==> src/logic/xph_pkg.sv <==
// package for the crosspoint host controller: software map, pin timing, states
// assumes a 200 MHz system clock and the crosspoint pins wired straight to the top module
package xph_pkg;
	// ****************************************
	// software register map (byte offsets)
	// ****************************************
	localparam logic [3:0] OFS_STAGE  = 4'h0; // address and data staged for the next command
	localparam logic [3:0] OFS_CMD    = 4'h4; // write one to start a pin operation
	localparam logic [3:0] OFS_STATUS = 4'h8; // busy, readback, error flags

	// stage register fields
	localparam int STG_ADDR_LSB = 0;  // seven address lines, top bit is bank_pick_bit
	localparam int STG_DATA_LSB = 8;  // six data lines

	// command register bits, highest listed first in priority
	localparam int CMD_RESET  = 3;
	localparam int CMD_READ   = 2;
	localparam int CMD_UPDATE = 1;
	localparam int CMD_WRITE  = 0;

	// status register fields
	localparam int ST_BUSY     = 0;
	localparam int ST_RB_VALID = 1;
	localparam int ST_ALL_PROG = 2;
	localparam int ST_ERR_LSB  = 3; // busy-refused, broadcast-read, reserved-address
	localparam int ST_RB_LSB   = 8;

	// ****************************************
	// device codes
	// ****************************************
	localparam int          NUM_OUTPUTS  = 34;
	localparam logic [5:0]  BCAST_CODE   = 6'h3f; // broadcast address and disable data
	localparam logic [3:0]  CUR_DEFAULT  = 4'h7;  // current_level_code after device reset

	// ****************************************
	// pin timing
	// ****************************************
	localparam int CLK_PERIOD_NS  = 5;
	localparam int T_PULSE_MIN_NS = 10; // least strobe and reset width
	localparam int T_RD_ACC_NS    = 30; // longest data valid after read strobe
	localparam int T_ADDR_HOLD_NS = 5;  // address held after read strobe
	localparam int SYNC_STAGES    = 2;
	localparam int PULSE_CYC  = (T_PULSE_MIN_NS + CLK_PERIOD_NS - 1) / CLK_PERIOD_NS;
	localparam int RD_ACC_CYC = (T_RD_ACC_NS + CLK_PERIOD_NS - 1) / CLK_PERIOD_NS;
	localparam int HOLD_CYC   = (T_ADDR_HOLD_NS + CLK_PERIOD_NS - 1) / CLK_PERIOD_NS;
	localparam int RD_LOW_CYC = RD_ACC_CYC + SYNC_STAGES + 1;
	localparam int CNT_W      = 4;

	// ****************************************
	// types
	// ****************************************
	typedef enum logic [1:0] {
		ST_IDLE    = 2'b00,
		ST_SETUP   = 2'b01,
		ST_ACTIVE  = 2'b11,
		ST_RECOVER = 2'b10
	} xph_state_t;

	typedef enum logic [1:0] {
		OP_WRITE  = 2'b00,
		OP_UPDATE = 2'b01,
		OP_READ   = 2'b10,
		OP_RESET  = 2'b11
	} xph_op_t;
endpackage

==> src/logic/xph_sync.sv <==
// two-flop synchroniser for a bundle of pin inputs
// assumes each bit is quasi-static while sampled; no bus-wide coherence is promised
`timescale 1ns/10ps
module xph_sync #(
	parameter int WIDTH = 6
) (
	input  wire logic             sys_clk,
	input  wire logic             nrst,
	input  wire logic [WIDTH-1:0] din,
	output logic      [WIDTH-1:0] dout
);
	// a bundle of no bits has nothing to carry
	if (WIDTH < 1) begin : g_bad_width
		$error("WIDTH must be at least 1");
	end

	// ****************************************
	// per-bit two-stage chain
	// ****************************************
	generate
		for (genvar i = 0; i < WIDTH; i++) begin : g_bit
			logic meta_reg;
			logic meta_next;
			logic sync_reg;
			logic sync_next;
			// first flop feeds only the second
			always_comb begin
				meta_next = din[i];
				sync_next = meta_reg;
			end
			always_ff @(posedge sys_clk or negedge nrst) begin
				if (!nrst) begin
					meta_reg <= 1'b0;
					sync_reg <= 1'b0;
				end else begin
					meta_reg <= meta_next;
					sync_reg <= sync_next;
				end
			end
			assign dout[i] = sync_reg;
		end
	endgenerate
endmodule // xph_sync

==> src/logic/xph_host.sv <==
// host controller driving the dual-rank crosspoint control port pins
// assumes software on a plain strobe port, device pins wired directly, 200 MHz sys_clk
`timescale 1ns/10ps
module xph_host
	import xph_pkg::*;
#(
	parameter int NUM_OUT = NUM_OUTPUTS
) (
	input  wire logic        sys_clk,
	input  wire logic        nrst,
	input  wire logic [3:0]  bus_addr,
	input  wire logic [31:0] bus_wdata,
	input  wire logic        bus_wr,
	input  wire logic        bus_rd,
	output logic      [31:0] bus_rdata,
	output logic      [6:0]  xp_addr,
	output logic      [5:0]  xp_data_o,
	output logic             xp_data_oe,
	input  wire logic [5:0]  xp_data_i,
	output logic             xp_cs_n,
	output logic             xp_wr_n,
	output logic             xp_upd_n,
	output logic             rank2_fetch_n,
	output logic             xp_rst_n
);
	// ****************************************
	// elaboration checks
	// ****************************************
	if (NUM_OUT < 1 || NUM_OUT > 63) begin : g_bad_num
		$error("NUM_OUT must lie in 1..63");
	end
	if (RD_LOW_CYC >= (1 << CNT_W)) begin : g_bad_cnt
		$error("strobe counter too narrow");
	end

	localparam logic [5:0] LAST_OUT = 6'(NUM_OUT - 1);

	// ****************************************
	// state
	// ****************************************
	xph_state_t          state_reg, state_next;
	xph_op_t             op_reg, op_next;
	logic [CNT_W-1:0]    cnt_reg, cnt_next;
	logic [6:0]          stg_addr_reg, stg_addr_next;
	logic [5:0]          stg_data_reg, stg_data_next;
	logic [6:0]          pa_reg, pa_next;
	logic [5:0]          pd_reg, pd_next;
	logic                oe_reg, oe_next;
	logic                cs_n_reg, cs_n_next;
	logic                wr_n_reg, wr_n_next;
	logic                upd_n_reg, upd_n_next;
	logic                fetch_n_reg, fetch_n_next;
	logic                rst_n_reg, rst_n_next;
	logic [5:0]          rb_reg, rb_next;
	logic                rb_valid_reg, rb_valid_next;
	logic [2:0]          err_reg, err_next;
	logic                boot_reg, boot_next;
	logic [NUM_OUT-1:0]  prog_reg, prog_next;
	logic [31:0]         rdata_reg, rdata_next;
	logic [5:0]          rb_sync;
	logic [2:0]          err_set;
	logic                busy;
	logic [5:0]          out_sel;
	logic                out_rsvd;

	// pin readback passes two flops before use
	xph_sync #(
		.WIDTH (6)
	) u_sync (
		.sys_clk (sys_clk),
		.nrst    (nrst),
		.din     (xp_data_i),
		.dout    (rb_sync)
	);

	assign busy     = (state_reg != ST_IDLE) || boot_reg;
	assign out_sel  = stg_addr_reg[5:0];
	assign out_rsvd = (out_sel > LAST_OUT) && (out_sel != BCAST_CODE);

	// ****************************************
	// next-state logic
	// ****************************************
	always_comb begin
		state_next    = state_reg;
		op_next       = op_reg;
		cnt_next      = cnt_reg;
		stg_addr_next = stg_addr_reg;
		stg_data_next = stg_data_reg;
		pa_next       = pa_reg;
		pd_next       = pd_reg;
		oe_next       = oe_reg;
		cs_n_next     = cs_n_reg;
		wr_n_next     = wr_n_reg;
		upd_n_next    = upd_n_reg;
		fetch_n_next  = fetch_n_reg;
		rst_n_next    = rst_n_reg;
		rb_next       = rb_reg;
		rb_valid_next = rb_valid_reg;
		boot_next     = boot_reg;
		prog_next     = prog_reg;
		err_set       = 3'h0;
		rdata_next    = 32'h0;

		// software stage register is writable at any time; pins use a launch copy
		if (bus_wr && bus_addr == OFS_STAGE) begin
			stg_addr_next = bus_wdata[STG_ADDR_LSB +: 7];
			stg_data_next = bus_wdata[STG_DATA_LSB +: 6];
		end

		// ****************************************
		// command launch
		// ****************************************
		if (state_reg == ST_IDLE && boot_reg) begin
			op_next    = OP_RESET; // power-up pulse before anything else
			state_next = ST_SETUP;
		end else if (bus_wr && bus_addr == OFS_CMD && bus_wdata[3:0] != 4'h0) begin
			if (busy) begin
				err_set[0] = 1'b1; // one operation at a time, never two strobes
			end else if (bus_wdata[CMD_RESET]) begin
				op_next    = OP_RESET;
				state_next = ST_SETUP;
			end else if (bus_wdata[CMD_READ]) begin
				if (out_sel == BCAST_CODE) begin
					err_set[1] = 1'b1; // broadcast readback refused
				end else if (out_rsvd) begin
					err_set[2] = 1'b1; // reserved output has no defined value
				end else begin
					op_next       = OP_READ;
					state_next    = ST_SETUP;
					rb_valid_next = 1'b0;
				end
			end else if (bus_wdata[CMD_UPDATE]) begin
				op_next    = OP_UPDATE;
				state_next = ST_SETUP;
			end else if (out_rsvd) begin
				err_set[2] = 1'b1;
			end else begin
				op_next    = OP_WRITE;
				state_next = ST_SETUP;
			end
			if (state_next == ST_SETUP) begin
				pa_next   = stg_addr_reg;
				pd_next   = stg_data_reg;
				cs_n_next = (op_next == OP_RESET); // reset needs no select
				oe_next   = (op_next == OP_WRITE); // read leaves data lines released
			end
		end

		// ****************************************
		// pin sequencing
		// ****************************************
		case (state_reg)
			ST_IDLE: begin
				cnt_next = '0;
			end
			ST_SETUP: begin
				// address, data and select settled one cycle before the strobe
				case (op_reg)
					OP_WRITE:  wr_n_next    = 1'b0;
					OP_UPDATE: upd_n_next   = 1'b0;
					OP_READ:   fetch_n_next = 1'b0;
					default:   rst_n_next   = 1'b0;
				endcase
				cnt_next   = '0;
				state_next = ST_ACTIVE;
			end
			ST_ACTIVE: begin
				// level-held strobe; width counted, not edge timed
				cnt_next = cnt_reg + 1'b1;
				if (cnt_reg == CNT_W'((op_reg == OP_READ ? RD_LOW_CYC : PULSE_CYC) - 1)) begin
					if (op_reg == OP_READ) begin
						rb_next       = rb_sync;
						rb_valid_next = 1'b1;
					end
					if (op_reg == OP_WRITE && !pa_reg[6]) begin
						// track connection-bank coverage for first update
						if (pa_reg[5:0] == BCAST_CODE) begin
							prog_next = '1;
						end else begin
							prog_next[pa_reg[5:0]] = 1'b1;
						end
					end
					if (op_reg == OP_RESET) begin
						prog_next = '0;
						boot_next = 1'b0;
					end
					wr_n_next    = 1'b1; // strobe returned high after the write
					upd_n_next   = 1'b1;
					fetch_n_next = 1'b1;
					rst_n_next   = 1'b1;
					cnt_next     = '0;
					state_next   = ST_RECOVER;
				end
			end
			ST_RECOVER: begin
				// address and select held past the strobe rise
				cnt_next = cnt_reg + 1'b1;
				if (cnt_reg == CNT_W'(HOLD_CYC - 1)) begin
					cs_n_next  = 1'b1;
					oe_next    = 1'b0;
					cnt_next   = '0;
					state_next = ST_IDLE;
				end
			end
			default: begin
				state_next = ST_IDLE;
			end
		endcase

		// sticky errors: set wins over a software clear in the same cycle
		err_next = err_reg;
		if (bus_wr && bus_addr == OFS_STATUS) begin
			err_next = err_reg & ~bus_wdata[ST_ERR_LSB +: 3];
		end
		err_next = err_next | err_set;

		// ****************************************
		// software reads, data valid next cycle only
		// ****************************************
		if (bus_rd) begin
			case (bus_addr)
				OFS_STAGE: begin
					rdata_next[STG_ADDR_LSB +: 7] = stg_addr_reg;
					rdata_next[STG_DATA_LSB +: 6] = stg_data_reg;
				end
				OFS_STATUS: begin
					rdata_next[ST_BUSY]          = busy;
					rdata_next[ST_RB_VALID]      = rb_valid_reg;
					rdata_next[ST_ALL_PROG]      = &prog_reg;
					rdata_next[ST_ERR_LSB +: 3]  = err_reg;
					rdata_next[ST_RB_LSB +: 6]   = rb_reg;
				end
				default: begin
					rdata_next = 32'h0;
				end
			endcase
		end
	end

	// ****************************************
	// registers
	// ****************************************
	always_ff @(posedge sys_clk or negedge nrst) begin
		if (!nrst) begin
			state_reg    <= ST_IDLE;
			op_reg       <= OP_WRITE;
			cnt_reg      <= '0;
			stg_addr_reg <= 7'h00;
			stg_data_reg <= 6'h00;
			pa_reg       <= 7'h00;
			pd_reg       <= 6'h00;
			oe_reg       <= 1'b0;
			cs_n_reg     <= 1'b1;
			wr_n_reg     <= 1'b1;
			upd_n_reg    <= 1'b1;
			fetch_n_reg  <= 1'b1;
			rst_n_reg    <= 1'b0; // device held in reset while host is
			rb_reg       <= 6'h00;
			rb_valid_reg <= 1'b0;
			err_reg      <= 3'h0;
			boot_reg     <= 1'b1;
			prog_reg     <= '0;
			rdata_reg    <= 32'h0;
		end else begin
			state_reg    <= state_next;
			op_reg       <= op_next;
			cnt_reg      <= cnt_next;
			stg_addr_reg <= stg_addr_next;
			stg_data_reg <= stg_data_next;
			pa_reg       <= pa_next;
			pd_reg       <= pd_next;
			oe_reg       <= oe_next;
			cs_n_reg     <= cs_n_next;
			wr_n_reg     <= wr_n_next;
			upd_n_reg    <= upd_n_next;
			fetch_n_reg  <= fetch_n_next;
			rst_n_reg    <= rst_n_next;
			rb_reg       <= rb_next;
			rb_valid_reg <= rb_valid_next;
			err_reg      <= err_next;
			boot_reg     <= boot_next;
			prog_reg     <= prog_next;
			rdata_reg    <= rdata_next;
		end
	end

	// all pins straight from flops
	assign bus_rdata     = rdata_reg;
	assign xp_addr       = pa_reg;   // bank_pick_bit is bit 6
	assign xp_data_o     = pd_reg;   // connection code or current_level_code
	assign xp_data_oe    = oe_reg;
	assign xp_cs_n       = cs_n_reg;
	assign xp_wr_n       = wr_n_reg;
	assign xp_upd_n      = upd_n_reg;
	assign rank2_fetch_n = fetch_n_reg;
	assign xp_rst_n      = rst_n_reg;
endmodule // xph_host

==> config.mk <==
export PLATFORM = sky130hd
export DESIGN_NAME = xph_host
export DESIGN_NICKNAME = d
export VERILOG_FILES = /design/src/logic/xph_pkg.sv /design/src/logic/xph_sync.sv /design/src/logic/xph_host.sv
export SDC_FILE = /design/constraint.sdc
export NUM_CORES = 1
export LEC_CHECK = 0
export ABC_CLOCK_PERIOD_IN_PS = 2500
export BUFFER_PORTS_ARGS = -buffer_cell sky130_fd_sc_hd__buf_2
export CORE_ASPECT_RATIO = 0.7
export CORE_UTILIZATION = 55
export DETAILED_ROUTE_END_ITERATION = 8
export GPL_TIMING_DRIVEN = 0
export PLACE_DENSITY = 0.83
export SETUP_SLACK_MARGIN = 0.02
export SYNTH_ARGS = -nofsm -noshare
export SYNTH_HDL_FRONTEND = slang
export SYNTH_SLANG_ARGS = --single-unit
==> constraint.sdc <==
create_clock -name sys_clk -period 2.5 [get_ports sys_clk]
set_input_delay 0.125 -clock sys_clk [delete_from_list [all_inputs] [get_ports sys_clk]]
set_output_delay 0.125 -clock sys_clk [all_outputs]
set_load 0.01 [all_outputs]
==> metrics, run 1 <==
Critical Path Max Stage Delay=0.58 ns; crit path cell chain=o41ai_1 > or3_4 > o311ai_4 > buf_6 > mux2_4; GP Congestion=0.9542; CTS Buffer Depth=2; Clk pin slew, worst setup/hold paths=0.07 ns; GRT Util Overall=0.2531; CORE AREA=0.008443 sq mm; Fin Setup TNS=0 ns; register share of total power=0.471; routed len/inst=16.16 microns; Slew Viols, Final=0; clk sink count=110; Critical-path top delay cell=o311ai_4; Final Net Count=586; Most used DFF post-synth=dfrtp_1; slew margin rel.=0.4710; die width=113.5 microns; RSZ-0062 raised after global routing=no; drc violations=0; # IOs=97; Gate Count Post-Synth=439; Max Freq=441.4 MHz; first-pass GRT wire length=17300 microns; Routed Antenna Nets=0; CTS tree=done; final instance area=0.005752 sq mm; library cells used by synthesis=50; CP Max Fanout=10; switching share of power=0.3106; Fill cells=611; WS Path Type=flop to flop; Resized cells post-CTS=0; Clock Power Share=0.313; cts hold-fix bufs=11; clock root buffer=clkbuf_16; critical path's top delay family=compound AO/OA/AOI/OAI gates; period utilization=0.9063; Starting Density=0.5670; switching power=1.488 mW; Post-synth EDFFs=0; Final Critical Period=2.266 ns; Setup Fix Bufs, Post-CTS=0; Total Wirelength=10710 microns; Max IR drop VDD=611.1 uV; final core utilization=0.6812; Syn-to-layout area delta=20.15%; Final setup viols=0; ant diodes=0; cts bufs inserted=9; Port Buffers=58; vias post-DR=3718; max-cap violations=0; Die Ht=80.06 microns; DIE AREA=0.009087 sq mm; htree depth=3; Setup WS post-layout=0.2343 ns; CP bufs+invs=1; most common cell after layout, fill and taps aside=dfrtp_1; worst slack, placed=0.2793 ns; Hold Crit Class=input port to flop; Synth Warn #=0; max reg flops=34; total power=4.790 mW; Critical Path End Type=flop; Leakage Power=2.805 nW; Worst Tran Pin Value=0.7862 ns; logic gate share of total power=0.216; synthesized flop and latch total=110; First DRT Iteration DRCs=486; Mapped Area=0.004787 sq mm; Req. time, crit path=2.73 ns; PD cells=832.7 mW/mm^2; GR Overflow Total=0; Post-Route Skew=0.009986 ns; number of global-route vias before repair=3521; clk_lat worst skew=0.35 ns; TritonRoute pass-1 iters=6; asr flop ratio synth=1.000; largest net degree at the start of global routing=73; dpl cell area=0.005325 sq mm; most frequent cells in the layout=105 x dfrtp_1, 63 x buf_2, 50 x nor2_1, 48 x o21ai_0, 36 x a21oi_1; sequential area share after synthesis=0.5763; crit path DAT=2.50 ns; row count=28; Startpoint Class=flop; initial antenna violation count=0; outcome=complete, no violations; placed wire-length estimate=7617 microns; post-synthesis area per instance=10.90 sq um; Avg Vias per Cell=5.608; final hold vios=0; Power Internal=3.302 mW; share of layout cells above drive strength 1=0.2560
[kinds of logic after synthesis]
| family | after synthesis | synth area share |
|---|---|---|
| AO/OA/AOI/OAI | 108 | 0.1346 |
| XOR/XNOR | 2 | 0.003660 |
| adder cells (fa/ha/maj) | 2 | 0.005227 |
| buffers and inverters | 46 | 0.05410 |
| flip-flops | 110 | 0.5763 |
| multiplexers | 32 | 0.07972 |
| other | 1 | 0.0007834 |
| AND/OR/NAND/NOR | 138 | 0.1456 |
[cells in the mapped netlist, drive strengths merged (5+ instances only)]
cell | number | area (sq um)
nand3 | 7 | 35.03
or3 | 7 | 48.80
a21oi | 36 | 180.2
a22o | 11 | 96.34
dfrtp | 105 | 2628
nor2 | 50 | 187.7
clkbuf | 13 | 48.80
nor3 | 5 | 25.02
nand4 | 10 | 62.56
nand2b | 5 | 31.28
dfstp | 5 | 131.4
mux2 | 31 | 371.6
nand2 | 29 | 108.9
o21ai | 48 | 240.2
and2 | 6 | 37.54
buf | 27 | 187.7
inv | 6 | 22.52
[metal layers]
metal  GRT usage  wire (microns)
met5           0               0
met4     0.09474             233
met3     0.07472             883
met2      0.3732            4698
met1      0.3548            4898
[path summary, 6_finish.rpt]
path,startpoint,to,slack (ns),cells after the start
hold reg to reg,u_sync.g_bit[5].meta_reg,u_sync.g_bit[5].sync_reg,0.35,0
hold / removal,bus_wdata[9],stg_data_reg[1],0.01,2
min in group asynchronous,nrst,prog_reg[24],0.29,2
setup / recovery,stg_addr_reg[5],xp_addr[0],0.23,5
max in group asynchronous,nrst,rank2_fetch_n,1.47,3
setup reg to reg,stg_addr_reg[5],xp_addr[0],0.23,5
[cell type report]
cell class / count / area, sq um / share of cell area
Clock inverter: 5 / 63.81 / 0.01109
Tap cell: 120 / 150.1 / 0.02610
Sequential cell: 110 / 2759 / 0.4797
Buffer: 40 / 236.5 / 0.04111
Inverter: 6 / 22.52 / 0.003916
Multi-Input combinational cell: 301 / 1837 / 0.3193
Clock buffer: 11 / 252.7 / 0.04394
Timing Repair Buffer: 70 / 430.4 / 0.07483
[worst register-to-register path: cells and delay by family (launching register included)]
kind	cells	cell delay [ns]
mux	1	0.32
flops	1	0.47
buf+inv	1	0.25
simple gates	1	0.38
compound gates	2	0.73
[per-stage QoR]
step	std cells	hold slack [ns]
after global routing	663	0.003365
after global placement	635	0.2339
after CTS	663	0.002166
final	663	0.01106
after detailed placement	636	0.1294
after floorplan	457	-0.1706
[power groups by stage]
stage / sequential, mW / clock, mW / combinational [mW]
floorplan: 2.24 / 0 / 0.660
global placement: 2.26 / 0 / 0.958
detailed placement: 2.28 / 0 / 0.998
CTS: 2.25 / 1.52 / 1.02
global route: 2.28 / 1.59 / 1.15
finish: 2.26 / 1.50 / 1.04
(Power assumes the default switching activity.)
==> run 2, diff against run 1 <==
--- a/config.mk
+++ b/config.mk
@@ -8,10 +8,11 @@
 export ABC_CLOCK_PERIOD_IN_PS = 2500
 export BUFFER_PORTS_ARGS = -buffer_cell sky130_fd_sc_hd__buf_2
 export CORE_ASPECT_RATIO = 0.7
-export CORE_UTILIZATION = 55
+export CORE_UTILIZATION = 57
+export CTS_BUF_LIST = sky130_fd_sc_hd__clkbuf_8
 export DETAILED_ROUTE_END_ITERATION = 8
 export GPL_TIMING_DRIVEN = 0
-export PLACE_DENSITY = 0.83
+export PLACE_DENSITY = 0.85
 export SETUP_SLACK_MARGIN = 0.02
 export SYNTH_ARGS = -nofsm -noshare
 export SYNTH_HDL_FRONTEND = slang
==> metrics, run 2 (synthesized netlist as in run 1, its figures left out) <==
outcome=finished, violations left; failing checks=DRC; Avg Vias per Cell=5.755; Leakage Power=2.779 nW; Setup Fix Bufs, Post-CTS=0; Max Freq=428.7 MHz; Post-Route Skew=0.01107 ns; PD cells=773.5 mW/mm^2; slew margin rel.=0.5288; internal reg-to-reg setup slack=0.17 ns; crit path cell chain=o41ai_1 > or3_4 > o311ai_4 > buf_6 > mux2_4; Clk pin slew, worst setup/hold paths=0.11 ns; GP Congestion=0.9706; worst hold stages=3; CORE AREA=0.008006 sq mm; Total Wirelength=10920 microns; DIE AREA=0.008775 sq mm; GR Overflow Total=0; most common cell after layout, fill and taps aside=dfrtp_1; clk sink count=110; GRT Util Overall=0.2681; r2r startpoint=stg_addr_reg[5]; htree depth=3; most frequent cells in the layout=105 x dfrtp_1, 63 x buf_2, 50 x nor2_1, 48 x o21ai_0, 36 x a21oi_1; Max IR drop VDD=390.2 uV; period utilization=0.9331; Critical-path top delay cell=o311ai_4; # IOs=97; routed len/inst=16.79 microns; placed wire-length estimate=7580 microns; total power=4.387 mW; vias post-DR=3741; Starting Density=0.5979; CTS Buffer Depth=2; Slew Viols, Final=0; Final Net Count=592; Req. time, crit path=2.79 ns; crit path DAT=2.62 ns; Reg area=0.002759 sq mm; RSZ-0062 raised after global routing=no; Worst Hold Endpoint=stg_addr_reg[1]; Die Ht=78.68 microns; initial antenna violation count=0; First DRT Iteration DRCs=428; Routed Antenna Nets=0; first-pass GRT wire length=17860 microns; clk_lat worst skew=0.40 ns; number of global-route vias before repair=3522; Critical Path End Type=flop; WS Path Type=flop to flop; Critical Path Max Stage Delay=0.59 ns; max-cap violations=0; r2r worst-path depth=5; max reg flops=34; cts bufs inserted=9; start point of the worst hold path=bus_wdata[1]; ant diodes=0; TritonRoute pass-1 iters=8; worst reg2reg path endpoint=xp_addr[0]; drc violations=14; Port Buffers=58; CTS tree=done; die width=111.5 microns; largest net degree at the start of global routing=57; CP Max Fanout=10; final hold vios=0; area taken by multi-input logic gates=0.001837 sq mm; share of layout cells above drive strength 1=0.2532; clock root buffer=clkbuf_8; Worst Tran Pin Value=0.6970 ns; row count=27; Final setup viols=0; Hold Crit Class=input port to flop; Final Critical Period=2.333 ns; Syn-to-layout area delta=18.48%; Fill cells=568; Fin Setup TNS=0 ns; Startpoint Class=flop
## run 2: what timing repair did
action / 4_1_cts / 5_1_grt
resized for setup: 0 / 0
hold endpoints to repair: 70 / 0
hold buffers: 17 / 0
## run 2: report_power, final
| group | internal (mW) | switching (mW) |
|---|---|---|
| clock network | 0.399 | 0.679 |
| logic | 0.441 | 0.606 |
| registers | 2.02 | 0.237 |
## run 2: how the worst max path moves through the flow
stage	start	endpoint	cells past startpoint
after floorplan	stg_addr_reg[5]	xp_addr[0]	5
after global placement	nrst	prog_reg[24]	1
after detailed placement	stg_addr_reg[5]	xp_addr[4]	5
after CTS	stg_addr_reg[5]	xp_addr[0]	5
after global routing	op_reg[0]	prog_reg[27]	6
final	stg_addr_reg[5]	xp_addr[0]	5
## run 2: cell type report
| cell class | count | area share |
|---|---|---|
| buffer | 40 | 0.04169 |
| clock buffer | 9 | 0.02184 |
| clock inverter | 7 | 0.01346 |
| inverter | 6 | 0.003971 |
| multi-input combinational | 301 | 0.3238 |
| sequential | 110 | 0.4864 |
| tap | 101 | 0.02228 |
| timing repair buffer | 76 | 0.08648 |
## run 2: critical path: cells and delay by family, from the launching register on
family	cells	cell delay, ns
simple gates	1	0.39
mux	1	0.31
flops	1	0.50
compound gates	2	0.76
buf+inv	1	0.26
## run 2: metal layers
| metal | GRT usage | vias up | part of all wire |
|---|---|---|---|
| li1 | - | 1713 | - |
| met1 | 0.3989 | 1795 | 0.46 |
| met2 | 0.3838 | 204 | 0.43 |
| met3 | 0.06023 | 29 | 0.089 |
| met4 | 0.1027 | 0 | 0.021 |
| met5 | 0 | - | 0 |
## run 2: per-stage QoR
| step | instances | cell area (sq um) | hold WS [ns] | setup WS (ns) | utilization |
|---|---|---|---|---|---|
| 4_1_cts | 650 | 5672 | 0.008195 | 0.1760 | 0.7084 |
| 6_report | 650 | 5672 | 0.01886 | 0.1673 | 0.7084 |
| 3_5_place_dp | 617 | 5301 | 0.2116 | 0.2147 | 0.6621 |
| 2_1_floorplan | 457 | 4855 | -0.1706 | 0.5943 | - |
| 5_1_grt | 650 | 5672 | 0.04448 | 0.1082 | 0.7084 |
| 3_3_place_gp | 616 | 5271 | 0.2325 | 0.1800 | 0.6584 |
